<file path="src/rtl/scv_params.svh">
// Constants for the coincidence voter: counts, widths, reset values.
// Assumes inclusion by the voter package, the voter module and the bound property checker.
`ifndef SCV_PARAMS_SVH
`define SCV_PARAMS_SVH
`define SCV_NDIV        4
`define SCV_NVAR        8
`define SCV_VOTE_MIN    3'h2
`define SCV_RESET_NS    2000
`define SCV_CLK_NS      10
`define SCV_RESET_CYC   (`SCV_RESET_NS / `SCV_CLK_NS)
`define SCV_CNT_W       16
`define SCV_DIAG_W      16
`endif

</file>
<file path="src/rtl/scv_pkg.sv">
// Types for the coincidence voter.
// Assumes scv_params.svh is reachable by bare name.
`include "scv_params.svh"
package scv_pkg;
  // Per-division trip inputs: one bit per process variable.
  typedef logic [`SCV_NVAR-1:0] scv_var_t;
  // Status bundle for isolated indication outputs.
  typedef struct packed {
    logic [`SCV_NDIV-1:0] div_trip;
    logic                 man_a;
    logic                 man_b;
    logic                 full_scram;
    logic                 reset_ok;
    logic [1:0]           test_mode;
    logic [5:0]           spare;
  } scv_stat_t;
  // Operating mode selector position, one-hot.
  typedef enum logic [3:0] {
    SCV_MODE_SHUTDOWN = 4'h1,
    SCV_MODE_REFUEL   = 4'h2,
    SCV_MODE_STARTUP  = 4'h4,
    SCV_MODE_RUN      = 4'h8
  } scv_mode_t;
  // Reset sequencer states, one-hot.
  typedef enum logic [2:0] {
    SCV_ST_NORMAL  = 3'h1,
    SCV_ST_SEALED  = 3'h2,
    SCV_ST_RESETOK = 3'h4
  } scv_state_t;
  // Test selection.
  typedef enum logic [1:0] {
    SCV_TEST_NONE = 2'h0,
    SCV_TEST_CHAN = 2'h1,
    SCV_TEST_DIV  = 2'h2,
    SCV_TEST_SYS  = 2'h3
  } scv_test_t;
endpackage

</file>
<file path="src/rtl/scv_voter.sv">
// Coincidence voter with seal-in, delayed reset and isolated status.
// Assumes synchronous inputs; trip inputs are active high "trip", with a
// separate healthy bit per channel so a lost input reads as a trip.
// A partial division trip seals in and clears only with the next accepted reset.
// Solenoid outputs are high when energised; a scram drives them low.
// Out-of-service divisions are masked from their own trip and from the scram vote.
// Reset is refused while any live trip cause remains, even after the delay.
`timescale 1ns/100ps
`include "scv_params.svh"
module scv_voter (
  input  wire logic                         clk,
  input  wire logic                         rstn,
  input  wire scv_pkg::scv_var_t [`SCV_NDIV-1:0] chan_trip,
  input  wire logic [`SCV_NDIV-1:0]         chan_healthy,
  input  wire logic [`SCV_NDIV-1:0]         chan_bypass,
  input  wire logic [`SCV_NDIV-1:0]         div_oos,
  input  wire scv_pkg::scv_var_t            var_permit,
  input  wire logic [3:0]                   mode_sel,
  input  wire logic                         man_sw_a,
  input  wire logic                         man_sw_b,
  input  wire logic                         oper_reset,
  input  wire logic [1:0]                   test_sel,
  input  wire logic [`SCV_NDIV-1:0]         test_inject,
  output logic [`SCV_NDIV-1:0]              div_trip_ff,
  output logic                              sol_a_energ_ff,
  output logic                              sol_b_energ_ff,
  output logic                              dump_valve_a_ff,
  output logic                              dump_valve_b_ff,
  output logic                              rod_runin_ff,
  output logic                              man_path_a_ff,
  output logic                              man_path_b_ff,
  output scv_pkg::scv_stat_t                status_ff
);

  // ********************************************************************
  // Voting functions
  // ********************************************************************
  // Counts the set inputs.
  function automatic logic [2:0] scv_count(input logic [`SCV_NDIV-1:0] v);
    logic [2:0] n;
    n = 3'h0;
    for (int i = 0; i < `SCV_NDIV; i++) begin
      n = n + {2'h0, v[i]};
    end
    return n;
  endfunction

  // True for two or more set inputs; a bypassed input is forced low beforehand,
  // which turns two of four into two of three.
  function automatic logic scv_vote(input logic [`SCV_NDIV-1:0] v);
    return scv_count(v) >= `SCV_VOTE_MIN;
  endfunction

  // ********************************************************************
  // Channel conditioning and automatic divisions
  // ********************************************************************
  scv_pkg::scv_var_t [`SCV_NDIV-1:0] eff_trip;
  logic [`SCV_NVAR-1:0]              var_coinc;
  logic                              auto_div_cond;
  // Channel test forces a whole channel, division test forces a division trip
  // and system test forces a scram; none of them touches the manual paths.
  wire  logic                        div_test   = test_sel == scv_pkg::SCV_TEST_DIV;
  wire  logic                        sys_test   = test_sel == scv_pkg::SCV_TEST_SYS;
  wire  logic                        chan_test  = test_sel == scv_pkg::SCV_TEST_CHAN;

  // Only the first bypass is honoured so a second bypass cannot weaken voting.
  logic [`SCV_NDIV-1:0] byp_eff;
  assign byp_eff = chan_bypass & (~chan_bypass + `SCV_NDIV'h1);

  // A lost channel reads as tripped on every variable; a bypassed one never trips.
  always_comb begin
    for (int d = 0; d < `SCV_NDIV; d++) begin
      if (byp_eff[d]) begin
        eff_trip[d] = '0;
      end else if (!chan_healthy[d]) begin
        eff_trip[d] = '1;
      end else begin
        eff_trip[d] = chan_trip[d] | ({`SCV_NVAR{chan_test & test_inject[d]}});
      end
    end
    for (int v = 0; v < `SCV_NVAR; v++) begin
      logic [`SCV_NDIV-1:0] col;
      col = '0;
      for (int d = 0; d < `SCV_NDIV; d++) begin
        col[d] = eff_trip[d][v];
      end
      // Two of the remaining three with one bypass, else two of four.
      var_coinc[v] = scv_vote(col) & var_permit[v];
    end
    auto_div_cond = |var_coinc;
  end

  // All divisions share the one automatic vote; out-of-service divisions stay untripped.
  logic [`SCV_NDIV-1:0] div_cond;
  assign div_cond = ({`SCV_NDIV{auto_div_cond}} | ({`SCV_NDIV{div_test}} & test_inject)) & ~div_oos;

  // Sealed division trips still count, so two divisions tripping apart still scram.
  wire logic auto_full = scv_vote(div_trip_ff | (div_cond & ~div_oos));
  wire logic sys_full  = sys_test & (|test_inject);

  // ********************************************************************
  // Manual paths, fully separate from automatic voting
  // ********************************************************************
  // The manual terms read only the switches and the mode selector, never the vote.
  wire logic shutdown_pos = mode_sel == scv_pkg::SCV_MODE_SHUTDOWN;
  wire logic man_cond     = (man_sw_a & man_sw_b) | shutdown_pos;

  // ********************************************************************
  // Seal-in and delayed reset
  // ********************************************************************
  // The state machine only gates the operator reset; the trip outputs are held
  // by their own seal-in terms below.
  scv_pkg::scv_state_t     st_ff;
  scv_pkg::scv_state_t     nxt_st;
  logic [`SCV_CNT_W-1:0]   cnt_ff;
  logic [`SCV_CNT_W-1:0]   nxt_cnt;
  logic                    full_ff;

  wire logic full_now   = auto_full | sys_full | man_cond;
  // Only live causes refuse a reset; the sealed trips must not block their own clearing.
  wire logic cause_now  = scv_vote(div_cond) | sys_full | man_cond;
  wire logic reset_take = (st_ff == scv_pkg::SCV_ST_RESETOK) & oper_reset & ~cause_now;
  // The counter starts at the sealing edge, so the delay runs from the scram itself.
  wire logic cnt_done   = cnt_ff >= `SCV_CNT_W'(`SCV_RESET_CYC - 1);

  always_comb begin
    nxt_st  = st_ff;
    nxt_cnt = cnt_ff;
    case (st_ff)
      scv_pkg::SCV_ST_NORMAL: begin
        nxt_cnt = '0;
        if (full_now) begin
          nxt_st = scv_pkg::SCV_ST_SEALED;
        end
      end
      scv_pkg::SCV_ST_SEALED: begin
        nxt_cnt = cnt_ff + `SCV_CNT_W'h1;
        if (cnt_done) begin
          nxt_st = scv_pkg::SCV_ST_RESETOK;
        end
      end
      scv_pkg::SCV_ST_RESETOK: begin
        if (reset_take) begin
          nxt_st = scv_pkg::SCV_ST_NORMAL;
        end
      end
      default: begin
        nxt_st = scv_pkg::SCV_ST_SEALED;
      end
    endcase
  end

  // Once set, the scram term drops only on an accepted reset.
  wire logic nxt_full = (full_now | full_ff) & ~reset_take;

  always_ff @(posedge clk) begin
    if (!rstn) begin
      st_ff          <= scv_pkg::SCV_ST_NORMAL;
      cnt_ff         <= '0;
      full_ff        <= 1'b0;
      div_trip_ff    <= '0;
      man_path_a_ff  <= 1'b0;
      man_path_b_ff  <= 1'b0;
    end else begin
      st_ff          <= nxt_st;
      cnt_ff         <= nxt_cnt;
      full_ff        <= nxt_full;
      div_trip_ff    <= div_cond | (div_trip_ff & ~{`SCV_NDIV{reset_take}});
      man_path_a_ff  <= man_cond | (man_path_a_ff & ~reset_take);
      man_path_b_ff  <= man_cond | (man_path_b_ff & ~reset_take);
    end
  end

  // ********************************************************************
  // Actuator and isolated status outputs
  // ********************************************************************
  // Every actuator follows the one sealed scram term, so run-in, both dump valves
  // and both solenoid drives always change on the same edge.
  always_ff @(posedge clk) begin
    if (!rstn) begin
      sol_a_energ_ff  <= 1'b1;
      sol_b_energ_ff  <= 1'b1;
      dump_valve_a_ff <= 1'b0;
      dump_valve_b_ff <= 1'b0;
      rod_runin_ff    <= 1'b0;
      status_ff       <= '0;
    end else begin
      sol_a_energ_ff  <= ~nxt_full;
      sol_b_energ_ff  <= ~nxt_full;
      dump_valve_a_ff <= nxt_full;
      dump_valve_b_ff <= nxt_full;
      rod_runin_ff    <= nxt_full;
      // Status is a registered copy that nothing in the trip path reads.
      status_ff.div_trip   <= div_trip_ff;
      status_ff.man_a      <= man_path_a_ff;
      status_ff.man_b      <= man_path_b_ff;
      status_ff.full_scram <= full_ff;
      status_ff.reset_ok   <= st_ff == scv_pkg::SCV_ST_RESETOK;
      // The test selection is echoed so that indication shows a test in force.
      status_ff.test_mode  <= test_sel;
      status_ff.spare      <= '0;
    end
  end

endmodule

</file>
<file path="config.mk">
export PLATFORM = sky130hd
export DESIGN_NAME = scv_voter
export DESIGN_NICKNAME = d
export VERILOG_FILES = /design/src/rtl/scv_pkg.sv /design/src/rtl/scv_voter.sv
export VERILOG_INCLUDE_DIRS = /design/src /design/src/rtl
export SDC_FILE = /design/constraint.sdc
export NUM_CORES = 1
export LEC_CHECK = 0
export CORE_UTILIZATION = 55
export DETAILED_ROUTE_END_ITERATION = 12
export DONT_BUFFER_PORTS = 1
export HOLD_SLACK_MARGIN = 0.08
export PLACE_DENSITY = 0.81
export RECOVER_POWER = 100
export SLEW_MARGIN = 10
export SYNTH_ARGS = -nofsm -noshare
export SYNTH_HDL_FRONTEND = slang
export SYNTH_SLANG_ARGS = --single-unit
</file>
<file path="constraint.sdc">
create_clock -name clk -period 4.74 [get_ports clk]
set_input_delay 0 -clock clk [delete_from_list [all_inputs] [get_ports clk]]
set_output_delay 0 -clock clk [all_outputs]
set_load 0.005 [all_outputs]
</file>
==> summary.md <==
| Metric | Value |
|---|---|
| First-pass GRT wire length | `roughly 8600 um` |
| Buffer count from post-CTS setup fixing | `0` |
| VDD IR max | `330 uV` |
| Post-synth cell types | `between 50 and 60` |
| Synth Area in Simple Gates | `between 20% and 30%` |
| Synth async-reset ratio | `0%` |
| Via density | `approximately 6.2` |
| Minimum clock period | `3.83 ns` |
| N_diodes | `0` |
| Htree depth | `2` |
| Max-cap viol count | `0` |
| CTS clk-pin slew, worst paths | `about 0.070 ns` |
| Critical path data required time | `between 4 and 5 ns` |
| CP Launch Type | `primary input` |
| Final hold violations | `0` |
| Final setup vio count | `0` |
| Largest net degree at the start of global routing | `38` |
| P_sw | `roughly 0.19 mW` |
| Die area | `4520 um2` |
| Logic gate share of total power | `15.4%` |
| Fin crit share | `just over 80%` |
| Cell area after layout | `approximately 2500 um2` |
| WL final | `5360 um` |
| Ys Warns | `0` |
| Min-delay worst type | `primary input to flip-flop` |
| Initial antenna violation count | `0` |
| Pint | `0.588 mW` |
| Clock Sinks | `37` |
| Worst r2r dst | `cnt_ff[14]` |
| # rows | `23` |
| Input/output buffers | `0` |
| Area growth, synth to finish | `8.50%` |
| 1st-iter DRT viols | `87` |
| Clk_skew | `slightly above 0.004 ns` |
| Post-CTS sizing | `0` |
| Reg2Reg Setup Slack | `2.64 ns` |
| Worst R2R Start | `st_ff[1]` |
| Fill count | `approximately 330` |
| Drt pass-1 iters | `4` |
| Vias in the first global route | `~2000` |
| DRC Markers | `0` |
| Chip width | `around 67 um` |
| Die Y | `roughly 67 um` |
| TritonCTS clock tree | `yes` |
| Core area | `roughly 4000 um2` |
| Status | `finished, final reports clean` |
| Synth Area in Compound Gates | `between 20% and 30%` |
| Clock share of power | `41.3%` |
| Commonest non-fill, non-tap cell in the layout | `dfxtp_1` |
| Antenna Nets Post-Route | `0` |
| Layout cells sized above 1 | `~4.4%` |
| Arr. time, crit path | `~3.9 ns` |
| Crit-path max FO | `11` |
| Most frequent cells in the layout | `dfxtp_1 (37), nand2_1 (27), nor2_1 (21)` |
| Ports | `94` |
| Number of synthesized register bits | `37` |
| Post-synthesis xor/xnor area fraction | `0%` |
| Post-Synthesis Cell Area | `2340 um2` |
| Post-route total power | `0.775 mW` |
| P_leak | `about 1 nW` |
| CP Launch Point | `chan_bypass[0]` |
| DR vias | `2000` |
| Mux cell area share after synthesis | `roughly 2.1%` |
| Flop pwr share | `a little over two fifths` |
| Least-Margin Pin Slew | `1.07 ns` |
| CP endpoint | `st_ff[0]` |
| Clock root cell | `clkbuf_8` |
| Number of CTS-inserted buffers | `5` |
| DP Area | `between 2000 and 2500 um2` |
| EDFF count, synth | `0` |
| Fin Setup TNS | `0 ns` |
| Total grt overflow | `0` |
| Post-synthesis sequential area ratio | `31.7%` |
| Initial Utilization | `58.1%` |
| Maximum clock frequency | `~0.26 GHz` |
| Layout Nets | `roughly 350` |
| Sw frac | `between 20% and 30%` |
| Synth Instances | `269` |
| Placed wire-length estimate | `slightly below 4000 um` |
| Pwr Density | `between 300 and 400 nW/um2` |
| Rel. slew slack | `between 20% and 30%` |
| Worst r2r path cells | `5` |
| Final GP Congestion | `around 0.82` |
| Final Max Slew Viols | `0` |
| Main flop type after synthesis | `dfxtp_1` |
| Final WS setup | `just over 0.9 ns` |
| Post-Synth Adder-Cell Area | `a little over 9%` |
| CP Class | `primary input to flip-flop` |
| Setup Slack @ Placement | `a little over 1 ns` |
| GRT Total Usage | `between 20% and 30%` |
| Longest Clk Path Bufs | `2` |
| Avg WL per Cell | `approximately 16 um` |
| Largest family of logic cells by synthesized area | `simple AND/OR/NAND/NOR gates` |
| CP Capture Type | `flip-flop` |
| Post-Syn Area per Cell | `roughly 8.7 um2` |
| Clk_lat worst skew | `between 0.2 and 0.3 ns` |
| RSZ-0062 raised after global routing | `no` |
-- per-stage QoR --
stage / instances / hold WS, ns / utilization, %
final: 325 / 0.113 / 63.0
after global routing: 325 / 0.139 / 63.0
after CTS: 325 / 0.0927 / 63.9
after detailed placement: 304 / 0.0846 / 57.4
after global placement: 304 / 0.0822 / 57.4
after floorplan: 274 / 0.122 / -
-- worst max-delay path: stages --
cell and delay, ns:
or4b_2 0.78, o21a_1 0.17, fa_1 0.35, a22oi_1 0.22, nand4_1 0.10, nor3_1 0.35
and3_1 0.28, a21o_1 0.18, fa_1 0.42, or2_2 0.28, a41oi_1 0.29, or2_0 0.32
o311ai_0 0.18
-- cell usage after synthesis (3+ instances only) --
library cell   n  area share [%]
o311a_1        4             1.7
a21o_1         3            0.96
clkbuf_1      10             1.6
mux2i_1        5             2.1
dfxtp_1       37              32
nand3_1        6             1.3
a22oi_1        5             1.6
and3_1         5             1.3
nor2b_1        3            0.80
a21oi_1        4            0.86
nand2_1       27             4.3
nand4_1        4             1.1
o21a_1        16             5.1
and2_1        20             5.3
inv_1          7             1.1
buf_4          9             2.9
a31oi_1        3            0.80
nand2b_1       5             1.3
a21boi_0       8             2.6
o211ai_1       3            0.96
o21ai_0       12             2.6
fa_1          10             8.6
nor2_1        20             3.2
or3_1          3            0.80
o311ai_1       6             2.2
-- cell families after synthesis --
family	Yosys count
multiplexers	5
AND/OR/NAND/NOR	112
flip-flops	37
buffers and inverters	27
other	1
adder cells (fa/ha/maj)	11
AO/OA/AOI/OAI	76
-- how the worst min path moves through the flow --
stage / from / to / slack, ns / cells past startpoint
finish: test_inject[2] / div_trip_ff[2] / 0.11 / 3
global route: test_inject[2] / div_trip_ff[2] / 0.14 / 3
CTS: test_sel[1] / st_ff[0] / 0.09 / 3
detailed placement: rstn / st_ff[0] / 0.08 / 1
global placement: rstn / st_ff[0] / 0.08 / 1
floorplan: test_sel[0] / status_ff[6] / 0.12 / 1
-- routing by layer --
layer	vias to the layer above	GRT usage [%]	share of wire, %	wire length, um
li1	962	-	-	-
met1	941	28.1	40	2170
met2	85	45.1	49	2630
met3	12	6.93	8.4	448
met4	0	11.4	2.1	111
met5	-	0	0	0
-- sequential cells by signal, indices dropped and copies added, names as in the netlist --
register and count:
cnt_ff 16, div_trip_ff 4, man_path_a_ff 1, man_path_b_ff 1, rod_runin_ff 1, sol_b_energ_ff 1, st_ff 3, status_ff 10
-- area by class of cell --
type / instances / area (um2) / area share [%]
tap: 50 / 62.6 / 2.46
multi-input combinational: 210 / 1450 / 56.9
clock buffer: 5 / 68.8 / 2.71
sequential: 37 / 741 / 29.2
inverter: 7 / 26.3 / 1.03
clock inverter: 3 / 65.1 / 2.56
timing repair buffer: 13 / 130 / 5.13
-- timing repair --
action                                 in CTS  in global routing
setup endpoints to repair                   0                  0
endpoints found under the hold margin      37                  0
hold buffers                               13                  0
-- power by group through the flow --
stage	clock [mW]	sequential, mW	combinational (mW)
after floorplan	0	0.339	0.100
after global placement	0	0.342	0.107
after detailed placement	0	0.343	0.110
after CTS	0.325	0.336	0.123
after global routing	0.341	0.337	0.135
final	0.320	0.335	0.119
Power figures use the tool's default switching activity.
